==> config.mk <==
export PLATFORM = sky130hd
export DESIGN_NAME = dual_output_latch_sync
export DESIGN_NICKNAME = d
export VERILOG_FILES = /design/src/out_latch_pkg.sv /design/src/dual_output_latch_sync.sv
export SDC_FILE = /design/constraint.sdc
export NUM_CORES = 1
export LEC_CHECK = 0
export BUFFER_PORTS_ARGS = -buffer_cell sky130_fd_sc_hd__clkbuf_2
export CORE_MARGIN = 5
export CORE_UTILIZATION = 43
export DETAILED_ROUTE_END_ITERATION = 16
export PLACE_DENSITY = 0.69
export SETUP_SLACK_MARGIN = 0.05
export SKIP_LAST_GASP = 1
export SLEW_MARGIN = 10
export SYNTH_ARGS = -nofsm -noshare
export SYNTH_HDL_FRONTEND = slang
export SYNTH_SLANG_ARGS = --single-unit
==> constraint.sdc <==
create_clock -name aclk -period 6.2 [get_ports aclk]
set_input_delay 0.62 -clock aclk [delete_from_list [all_inputs] [get_ports aclk]]
set_output_delay 0.62 -clock aclk [all_outputs]
set_load 0.05 [all_outputs]
==> src/out_latch_pkg.sv <==
`default_nettype none
package out_latch_pkg;
    // register byte offsets
    localparam logic [7:0] CTRL_OFF   = 8'h00;
    localparam logic [7:0] OUTREQ_OFF = 8'h04;
    localparam logic [7:0] PERIOD_OFF = 8'h08;
    localparam logic [7:0] SHIFT_OFF  = 8'h0C;
    localparam logic [7:0] STATUS_OFF = 8'h10;
    // field positions
    localparam int MODE_BIT    = 0;
    localparam int RESTART_BIT = 1;
    // reset values
    localparam logic [31:0] PERIOD_RST = 32'h0000_00C8;
    localparam logic [31:0] SHIFT_RST  = 32'h0000_0000;
    localparam logic [1:0]  OUT_RST    = 2'h0;
    localparam logic [1:0]  HIZ_RST    = 2'h0;
    // axi responses
    localparam logic [1:0] RESP_OKAY   = 2'h0;
    localparam logic [1:0] RESP_SLVERR = 2'h2;
    typedef enum logic [0:0] {
        MODE_FRAME = 1'b0,
        MODE_SYNC  = 1'b1
    } mode_t;
endpackage
`default_nettype wire

==> src/dual_output_latch_sync.sv <==
`default_nettype none
// Summary of operation
// each of the two channels can be set high-impedance on its own.
// a high-impedance channel drops its output enable and leaves the line alone.
// frame mode applies new outputs once a valid frame has passed.
// frame mode needs no local timing setting; only frames pace updates.
// sync mode captures frame data, applies it only on the sync pulse.
// sync mode update period comes from the local clock, not frame jitter.
// master sets the sync period equal to the supplying task cycle.
// with two tasks, master picks the faster task period.
// sync pulse is delayed by a configurable additive shift.
// one shift applies to both channels; no per-channel shift.
// configuring party builds the shift from free value, cycles, input reference.
// shift and period settings are taken unchecked.
// master must support distributed clocks for sync mode.
// mode comes from a stored configuration, rewritten by the outside party.
// mode change takes effect only after a restart.
// after reset frame mode unless stored sync; outputs driven low.
module dual_output_latch_sync #(
    parameter int CH = 2
) (
    // clock and reset
    input  wire logic          aclk,
    input  wire logic          aresetn,
    // stored configuration strap, from nonvolatile memory
    input  wire logic          stored_mode_sync,
    // process data from the slave controller (same clock)
    input  wire logic          frame_valid,
    input  wire logic [CH-1:0] frame_out,
    input  wire logic [CH-1:0] frame_hiz,
    // output stage
    output logic      [CH-1:0] pin_o,
    output logic      [CH-1:0] pin_oe,
    output logic               sync_pulse,
    output logic               restart_req,
    // axi4-lite write address
    input  wire logic [7:0]    s_axi_awaddr,
    input  wire logic          s_axi_awvalid,
    output logic               s_axi_awready,
    // axi4-lite write data
    input  wire logic [31:0]   s_axi_wdata,
    input  wire logic [3:0]    s_axi_wstrb,
    input  wire logic          s_axi_wvalid,
    output logic               s_axi_wready,
    // axi4-lite write response
    output logic      [1:0]    s_axi_bresp,
    output logic               s_axi_bvalid,
    input  wire logic          s_axi_bready,
    // axi4-lite read address
    input  wire logic [7:0]    s_axi_araddr,
    input  wire logic          s_axi_arvalid,
    output logic               s_axi_arready,
    // axi4-lite read data
    output logic      [31:0]   s_axi_rdata,
    output logic      [1:0]    s_axi_rresp,
    output logic               s_axi_rvalid,
    input  wire logic          s_axi_rready
);
    logic                 strap_done_ff;
    logic                 mode_ff;
    logic                 stored_sel_ff;
    logic [31:0]          period_ff;
    logic [31:0]          shift_ff;
    logic [CH-1:0]        cap_out_ff;
    logic [CH-1:0]        cap_hiz_ff;
    logic [CH-1:0]        out_ff;
    logic [CH-1:0]        hiz_ff;
    logic [31:0]          cyc_cnt_ff;
    logic [31:0]          dly_cnt_ff;
    logic                 dly_run_ff;
    logic                 sync_ff;
    logic                 restart_ff;
    logic                 aw_hold_ff;
    logic                 w_hold_ff;
    logic [7:0]           awaddr_ff;
    logic [31:0]          wdata_ff;
    logic [3:0]           wstrb_ff;
    logic                 bvalid_ff;
    logic [1:0]           bresp_ff;
    logic                 rvalid_ff;
    logic [31:0]          rdata_ff;
    logic [1:0]           rresp_ff;
    logic                 wr_fire;
    logic                 cyc_wrap;

    // strap is caught once after reset release, never under reset
    always_ff @(posedge aclk) begin
        if (!aresetn) begin
            strap_done_ff <= 1'b0;
            mode_ff       <= out_latch_pkg::MODE_FRAME;
        end else if (!strap_done_ff) begin
            strap_done_ff <= 1'b1;
            mode_ff       <= stored_mode_sync;
        end
    end

    // software view of the stored selection; only a restart makes it live
    always_ff @(posedge aclk) begin
        if (!aresetn) begin
            stored_sel_ff <= out_latch_pkg::MODE_FRAME;
        end else if (!strap_done_ff) begin
            stored_sel_ff <= stored_mode_sync;
        end else if (wr_fire && awaddr_ff == out_latch_pkg::CTRL_OFF && wstrb_ff[0]) begin
            stored_sel_ff <= wdata_ff[out_latch_pkg::MODE_BIT];
        end
    end

    // restart request pulse: new mode waits for the restart
    always_ff @(posedge aclk) begin
        if (!aresetn) begin
            restart_ff <= 1'b0;
        end else begin
            restart_ff <= wr_fire && awaddr_ff == out_latch_pkg::CTRL_OFF && wstrb_ff[0]
                          && wdata_ff[out_latch_pkg::RESTART_BIT];
        end
    end

    // timing settings, stored as written on full-strobe writes only, without range checks
    always_ff @(posedge aclk) begin
        if (!aresetn) begin
            period_ff <= out_latch_pkg::PERIOD_RST;
            shift_ff  <= out_latch_pkg::SHIFT_RST;
        end else if (wr_fire && &wstrb_ff) begin
            if (awaddr_ff == out_latch_pkg::PERIOD_OFF) begin
                period_ff <= wdata_ff;
            end
            if (awaddr_ff == out_latch_pkg::SHIFT_OFF) begin
                shift_ff <= wdata_ff;
            end
        end
    end

    // free-running local cycle; frames never touch it, so no jitter
    assign cyc_wrap = (cyc_cnt_ff >= period_ff - 32'h0000_0001);
    always_ff @(posedge aclk) begin
        if (!aresetn) begin
            cyc_cnt_ff <= 32'h0000_0000;
        end else if (cyc_wrap) begin
            cyc_cnt_ff <= 32'h0000_0000;
        end else begin
            cyc_cnt_ff <= cyc_cnt_ff + 32'h0000_0001;
        end
    end

    // shift delays the pulse after each cycle start; a shift beyond the
    // period restarts the delay, which is the unchecked-setting hazard
    always_ff @(posedge aclk) begin
        if (!aresetn) begin
            dly_cnt_ff <= 32'h0000_0000;
            dly_run_ff <= 1'b0;
            sync_ff    <= 1'b0;
        end else begin
            sync_ff <= 1'b0;
            if (cyc_wrap) begin
                dly_cnt_ff <= shift_ff;
                dly_run_ff <= 1'b1;
            end else if (dly_run_ff) begin
                if (dly_cnt_ff == 32'h0000_0000) begin
                    dly_run_ff <= 1'b0;
                    sync_ff    <= 1'b1;
                end else begin
                    dly_cnt_ff <= dly_cnt_ff - 32'h0000_0001;
                end
            end
        end
    end
    assign sync_pulse = sync_ff;

    // capture from valid frames in either mode
    always_ff @(posedge aclk) begin
        if (!aresetn) begin
            cap_out_ff <= out_latch_pkg::OUT_RST;
            cap_hiz_ff <= out_latch_pkg::HIZ_RST;
        end else if (frame_valid) begin
            cap_out_ff <= frame_out;
            cap_hiz_ff <= frame_hiz;
        end
    end

    // output stage update: frame mode straight from frame, sync mode on pulse
    always_ff @(posedge aclk) begin
        if (!aresetn) begin
            out_ff <= out_latch_pkg::OUT_RST;
            hiz_ff <= out_latch_pkg::HIZ_RST;
        end else if (mode_ff == out_latch_pkg::MODE_FRAME) begin
            if (frame_valid) begin
                out_ff <= frame_out;
                hiz_ff <= frame_hiz;
            end
        end else if (sync_ff) begin
            out_ff <= cap_out_ff;
            hiz_ff <= cap_hiz_ff;
        end
    end

    // per-channel tristate: enable low releases the line entirely
    assign pin_oe      = ~hiz_ff;
    assign pin_o       = out_ff & ~hiz_ff;
    assign restart_req = restart_ff;

    // write channel: address and data accepted in either order
    assign s_axi_awready = !aw_hold_ff && !bvalid_ff;
    assign s_axi_wready  = !w_hold_ff && !bvalid_ff;
    assign wr_fire       = aw_hold_ff && w_hold_ff && !bvalid_ff;
    always_ff @(posedge aclk) begin
        if (!aresetn) begin
            aw_hold_ff <= 1'b0;
            w_hold_ff  <= 1'b0;
            awaddr_ff  <= 8'h00;
            wdata_ff   <= 32'h0000_0000;
            wstrb_ff   <= 4'h0;
            bvalid_ff  <= 1'b0;
            bresp_ff   <= out_latch_pkg::RESP_OKAY;
        end else begin
            if (s_axi_awvalid && s_axi_awready) begin
                aw_hold_ff <= 1'b1;
                awaddr_ff  <= s_axi_awaddr;
            end
            if (s_axi_wvalid && s_axi_wready) begin
                w_hold_ff <= 1'b1;
                wdata_ff  <= s_axi_wdata;
                wstrb_ff  <= s_axi_wstrb;
            end
            if (wr_fire) begin
                aw_hold_ff <= 1'b0;
                w_hold_ff  <= 1'b0;
                bvalid_ff  <= 1'b1;
                bresp_ff   <= (awaddr_ff == out_latch_pkg::CTRL_OFF || awaddr_ff == out_latch_pkg::PERIOD_OFF
                               || awaddr_ff == out_latch_pkg::SHIFT_OFF)
                              ? out_latch_pkg::RESP_OKAY : out_latch_pkg::RESP_SLVERR;
            end else if (bvalid_ff && s_axi_bready) begin
                bvalid_ff <= 1'b0;
            end
        end
    end
    assign s_axi_bvalid = bvalid_ff;
    assign s_axi_bresp  = bresp_ff;

    // read channel: one cycle from address to data
    assign s_axi_arready = !rvalid_ff;
    always_ff @(posedge aclk) begin
        if (!aresetn) begin
            rvalid_ff <= 1'b0;
            rdata_ff  <= 32'h0000_0000;
            rresp_ff  <= out_latch_pkg::RESP_OKAY;
        end else if (s_axi_arvalid && s_axi_arready) begin
            rvalid_ff <= 1'b1;
            rresp_ff  <= out_latch_pkg::RESP_OKAY;
            unique case (s_axi_araddr)
                out_latch_pkg::CTRL_OFF:   rdata_ff <= {31'h0, stored_sel_ff};
                out_latch_pkg::OUTREQ_OFF: rdata_ff <= {28'h0, cap_hiz_ff[1], cap_out_ff[1], cap_hiz_ff[0], cap_out_ff[0]};
                out_latch_pkg::PERIOD_OFF: rdata_ff <= period_ff;
                out_latch_pkg::SHIFT_OFF:  rdata_ff <= shift_ff;
                out_latch_pkg::STATUS_OFF: rdata_ff <= {27'h0, mode_ff, hiz_ff[1], out_ff[1], hiz_ff[0], out_ff[0]};
                default: begin
                    rdata_ff <= 32'h0000_0000;
                    rresp_ff <= out_latch_pkg::RESP_SLVERR;
                end
            endcase
        end else if (rvalid_ff && s_axi_rready) begin
            rvalid_ff <= 1'b0;
        end
    end
    assign s_axi_rvalid = rvalid_ff;
    assign s_axi_rdata  = rdata_ff;
    assign s_axi_rresp  = rresp_ff;

    // frame mode follows frames within one cycle
    frame_update_a: assert property (@(posedge aclk) disable iff (!aresetn)
        strap_done_ff && mode_ff == out_latch_pkg::MODE_FRAME && frame_valid
        |=> out_ff == $past(frame_out) && hiz_ff == $past(frame_hiz))
        else $error("frame mode output not updated");
    // sync mode output holds between pulses
    sync_hold_a: assert property (@(posedge aclk) disable iff (!aresetn)
        strap_done_ff && mode_ff == out_latch_pkg::MODE_SYNC && !sync_ff |=> $stable(out_ff) && $stable(hiz_ff))
        else $error("sync mode output changed without pulse");
    // sync pulse loads captured data
    sync_load_a: assert property (@(posedge aclk) disable iff (!aresetn)
        mode_ff == out_latch_pkg::MODE_SYNC && sync_ff |=> out_ff == $past(cap_out_ff))
        else $error("sync pulse did not load capture");
    // pulse comes shift+2 cycles after wrap
    shift_delay_a: assert property (@(posedge aclk) disable iff (!aresetn)
        cyc_wrap && shift_ff == 32'h0000_0000 && period_ff > 32'h0000_0002 && $stable(shift_ff) |=> ##1 sync_ff)
        else $error("sync pulse not shifted correctly");
    // a requested high-impedance channel drops its enable and never drives high while released
    hiz_release_a: assert property (@(posedge aclk) disable iff (!aresetn)
        mode_ff == out_latch_pkg::MODE_FRAME && frame_valid
        |=> pin_oe == ~$past(frame_hiz) && (pin_o & ~pin_oe) == '0)
        else $error("tristate channel still drives");
    // reset state drives low
    reset_low_a: assert property (@(posedge aclk)
        !aresetn |=> pin_oe == '1 && pin_o == '0)
        else $error("outputs not low after reset");
    // stored-mode write does not change live mode
    mode_persist_a: assert property (@(posedge aclk) disable iff (!aresetn)
        strap_done_ff |=> $stable(mode_ff))
        else $error("mode changed without restart");
    // one shift for both channels: both update on the same edge
    both_channels_a: assert property (@(posedge aclk) disable iff (!aresetn)
        mode_ff == out_latch_pkg::MODE_SYNC && sync_ff |=> hiz_ff == $past(cap_hiz_ff))
        else $error("channels updated apart");
endmodule
`default_nettype wire

==> impl_metrics.env <==
export IMPL_status="complete, no violations"
export IMPL_finalSetupViolations=0
export IMPL_critPathMaxFanout=31
export IMPL_layout_commonest_cell="nand2_1"
export IMPL_synth_enable_flop_cells=0
export IMPL_crit_required_ns=6.59
export IMPL_cp_start_kind="register"
export IMPL_netlist_cell_type_count=63
export IMPL_power_internal_mw=2.404
export IMPL_via_count=9434
export IMPL_cp_end_kind="register"
export IMPL_synth_area_leaders="dfxtp_1, nand2_1, a21oi_1"
export IMPL_wirelength_um=29400
export IMPL_avgRoutedWirePerCell_um=17.18
export IMPL_fin_area_um2=12230
export IMPL_postCtsSetupBuffers=0
export IMPL_fin_tns_setup_ns=0
export IMPL_placed_cells_incl_taps=1667
export IMPL_postRouteAntennaNets=0
export IMPL_synth_area_um2=10600
export IMPL_p_seq_share_pct=47.5
export IMPL_max_cap_viol_count=0
export IMPL_core_area_um2=24320
export IMPL_antenna_found_initial=0
export IMPL_syn_inst=1292
export IMPL_place_area_um2=11400
export IMPL_min_period_over_period_pct=75.92
export IMPL_slew_headroom_pct=30.54
export IMPL_synth_seq_cells=224
export IMPL_final_cell_mix="nand2_1, dfxtp_1, a21oi_1, nor2_1, clkbuf_2"
export IMPL_hold_violations=0
export IMPL_clkTransAtPathRegs_ns=0.06
export IMPL_grt_pass1_vias=9095
export IMPL_synth_async_reset_ratio_pct=0
export IMPL_switching_share_pct=23.67
export IMPL_yosysTopAreaCell="dfxtp_1"
export IMPL_fin_cells=1711
export IMPL_die_y_um=167.0
export IMPL_drc_errors=0
export IMPL_comb_power_share_pct=5.6
export IMPL_finClkSkew_ns=0.01845
export IMPL_gp_congestion=0.8739
export IMPL_drv_slew=0
export IMPL_grt_pass1_wl_um=47460
export IMPL_clock_latency_ns=0.52
export IMPL_drt_iter0_drc=867
export IMPL_grt_max_degree=83
export IMPL_synthFlopType="dfxtp_1"
export IMPL_fmax_ghz=0.2124
export IMPL_rows=57
export IMPL_initial_utilization_pct=43.57
export IMPL_vias_per_cell=5.514
export IMPL_hpwl_um=20810
export IMPL_grt_overflow=0
export IMPL_grt_use_total_pct=20.39
export IMPL_power_mw=3.149
export IMPL_worst_slew_pin_slew_ns=1.042
export IMPL_ir_drop_v=0.0001934
export IMPL_port_buffer_count=109
export IMPL_drive_gt1_share_pct=15.93
export IMPL_clock_sinks=224
export IMPL_cts_buffers=24
export IMPL_yosys_warnings=0
export IMPL_cts_root_buf="clkbuf_16"
export IMPL_worstHoldPathType="in -> reg"
export IMPL_min_period_ns=4.707
export IMPL_dieArea_um2=27880
export IMPL_syn2layout_area_growth_pct=15.40
export IMPL_fin_ws_ns=1.493
export IMPL_cts_buffer_depth=3
export IMPL_h_tree_depth=1
export IMPL_rsz0062_at_grt="false"
export IMPL_netSwitchingPower_mw=0.7452
export IMPL_diodes=0
export IMPL_die_width_um=167.0
export IMPL_nets=1469
export IMPL_post_route_util_pct=50.28
export IMPL_critical_path_class="reg -> reg"
export IMPL_p_leak_nw=4.707
export IMPL_postCtsHoldBufs=0
export IMPL_yosysSeqAreaShare_pct=42.32
export IMPL_io_pins=112
export IMPL_powerDensity_nw_per_um2=257.6
export IMPL_power_frac_clock_pct=46.8
export IMPL_cp_arrival_ns=5.10
export IMPL_cts_resized=0
export IMPL_syn_avg_cell_area_um2=8.201
export IMPL_whs_ns=0.2706
export IMPL_post_place_ws_ns=1.450
export IMPL_drt_pass1_iter_count=5
export IMPL_yosys_area_top_type_share_pct=42.32
export IMPL_cts_tree="yes"
-- synthesized netlist by cell type (7+ instances only) --
library cell and n:
a211oi_1 29, and3_1 7, mux2_2 27, nand4_1 21, ha_1 35, a21oi_1 152
xor2_1 28, mux2i_1 19, dfxtp_1 224, nand3_1 28, nor3_1 31, clkbuf_1 70
o21ai_0 17, xnor2_1 53, nor4_1 19, inv_1 20, or3_1 12, or4_1 11
nand2_1 257, a22oi_1 33, nor2b_1 7, nor2_1 119
-- worst max-delay path, cell delays in order, from the launching register on --
cell	delay, ns
dfxtp_1	0.37
or4_1	0.60
or4_4	0.49
nor4_4	0.46
nand2_2	0.18
nor3b_2	0.25
xnor2_1	0.08
ha_1	0.32
nand4_1	0.14
nor4_1	0.60
o21ai_4	0.39
nand3_1	0.21
buf_4	0.34
nor2_1	0.10
-- registers in the layout, summed over array words and instances (netlist names), 2 cells and up --
signal       flops
cyc_cnt_ff      32
wdata_ff        32
shift_ff        32
awaddr_ff        8
hiz_ff           2
out_ff           2
dly_cnt_ff      32
cap_hiz_ff       2
cap_out_ff       2
s_axi_rdata     32
period_ff       32
wstrb_ff         4
-- routing by layer --
layer / track usage, % / routed length [µm] / part of all wire (%)
met1: 28.02 / 13480 / 46
met2: 32.88 / 13070 / 44
met4: 5.692 / 806 / 2.7
met3: 3.935 / 2037 / 6.9
met5: 0 / 0 / 0
-- final timing paths --
kind | from | endpoint | slack [ns] | depth (start not counted)
setup reg to reg | period_ff[6]$_SDFFE_PN1P_ | cyc_cnt_ff[13]$_SDFF_PP0_ | 1.49 | 13
setup / recovery | period_ff[6]$_SDFFE_PN1P_ | cyc_cnt_ff[13]$_SDFF_PP0_ | 1.49 | 13
hold reg to reg | awaddr_ff[5]$_SDFFE_PN0P_ | awaddr_ff[5]$_SDFFE_PN0P_ | 0.45 | 2
hold / removal | s_axi_rready | s_axi_rvalid$_SDFFE_PN0P_ | 0.27 | 2
-- power groups by stage --
stage | Clock, mW | Sequential (mW) | Combinational (mW)
2_1_floorplan | 0 | 1.52 | 0.115
5_1_grt | 1.56 | 1.50 | 0.195
3_3_place_gp | 0 | 1.53 | 0.175
6_report | 1.47 | 1.50 | 0.178
3_5_place_dp | 0 | 1.53 | 0.177
4_1_cts | 1.50 | 1.50 | 0.178
-- final cells by class --
type	instances	area (µm²)
clock inverters	13	161.4
multi-input cells	974	5776
repair buffers	125	665.6
well taps	324	405.4
clock buffers	31	656.9
inverters	20	77.57
flip-flops and latches	224	4484
fillers	2329	12090
-- cells by family (layout without fill, tap and decap cells) --
| logic type | after synthesis | in the layout | share of synthesized area [%] |
|---|---|---|---|
| multiplexers | 47 | 47 | 4.771 |
| XOR/XNOR | 81 | 81 | 6.696 |
| flip-flops | 224 | 224 | 42.32 |
| other | 1 | 2 | 0.03539 |
| AO/OA/AOI/OAI | 259 | 259 | 14.61 |
| AND/OR/NAND/NOR | 550 | 550 | 23.98 |
| adder cells (fa/ha/maj) | 35 | 35 | 4.133 |
| buffers and inverters | 95 | 189 | 3.448 |
No activity file was read; power rests on OpenSTA's default activity.
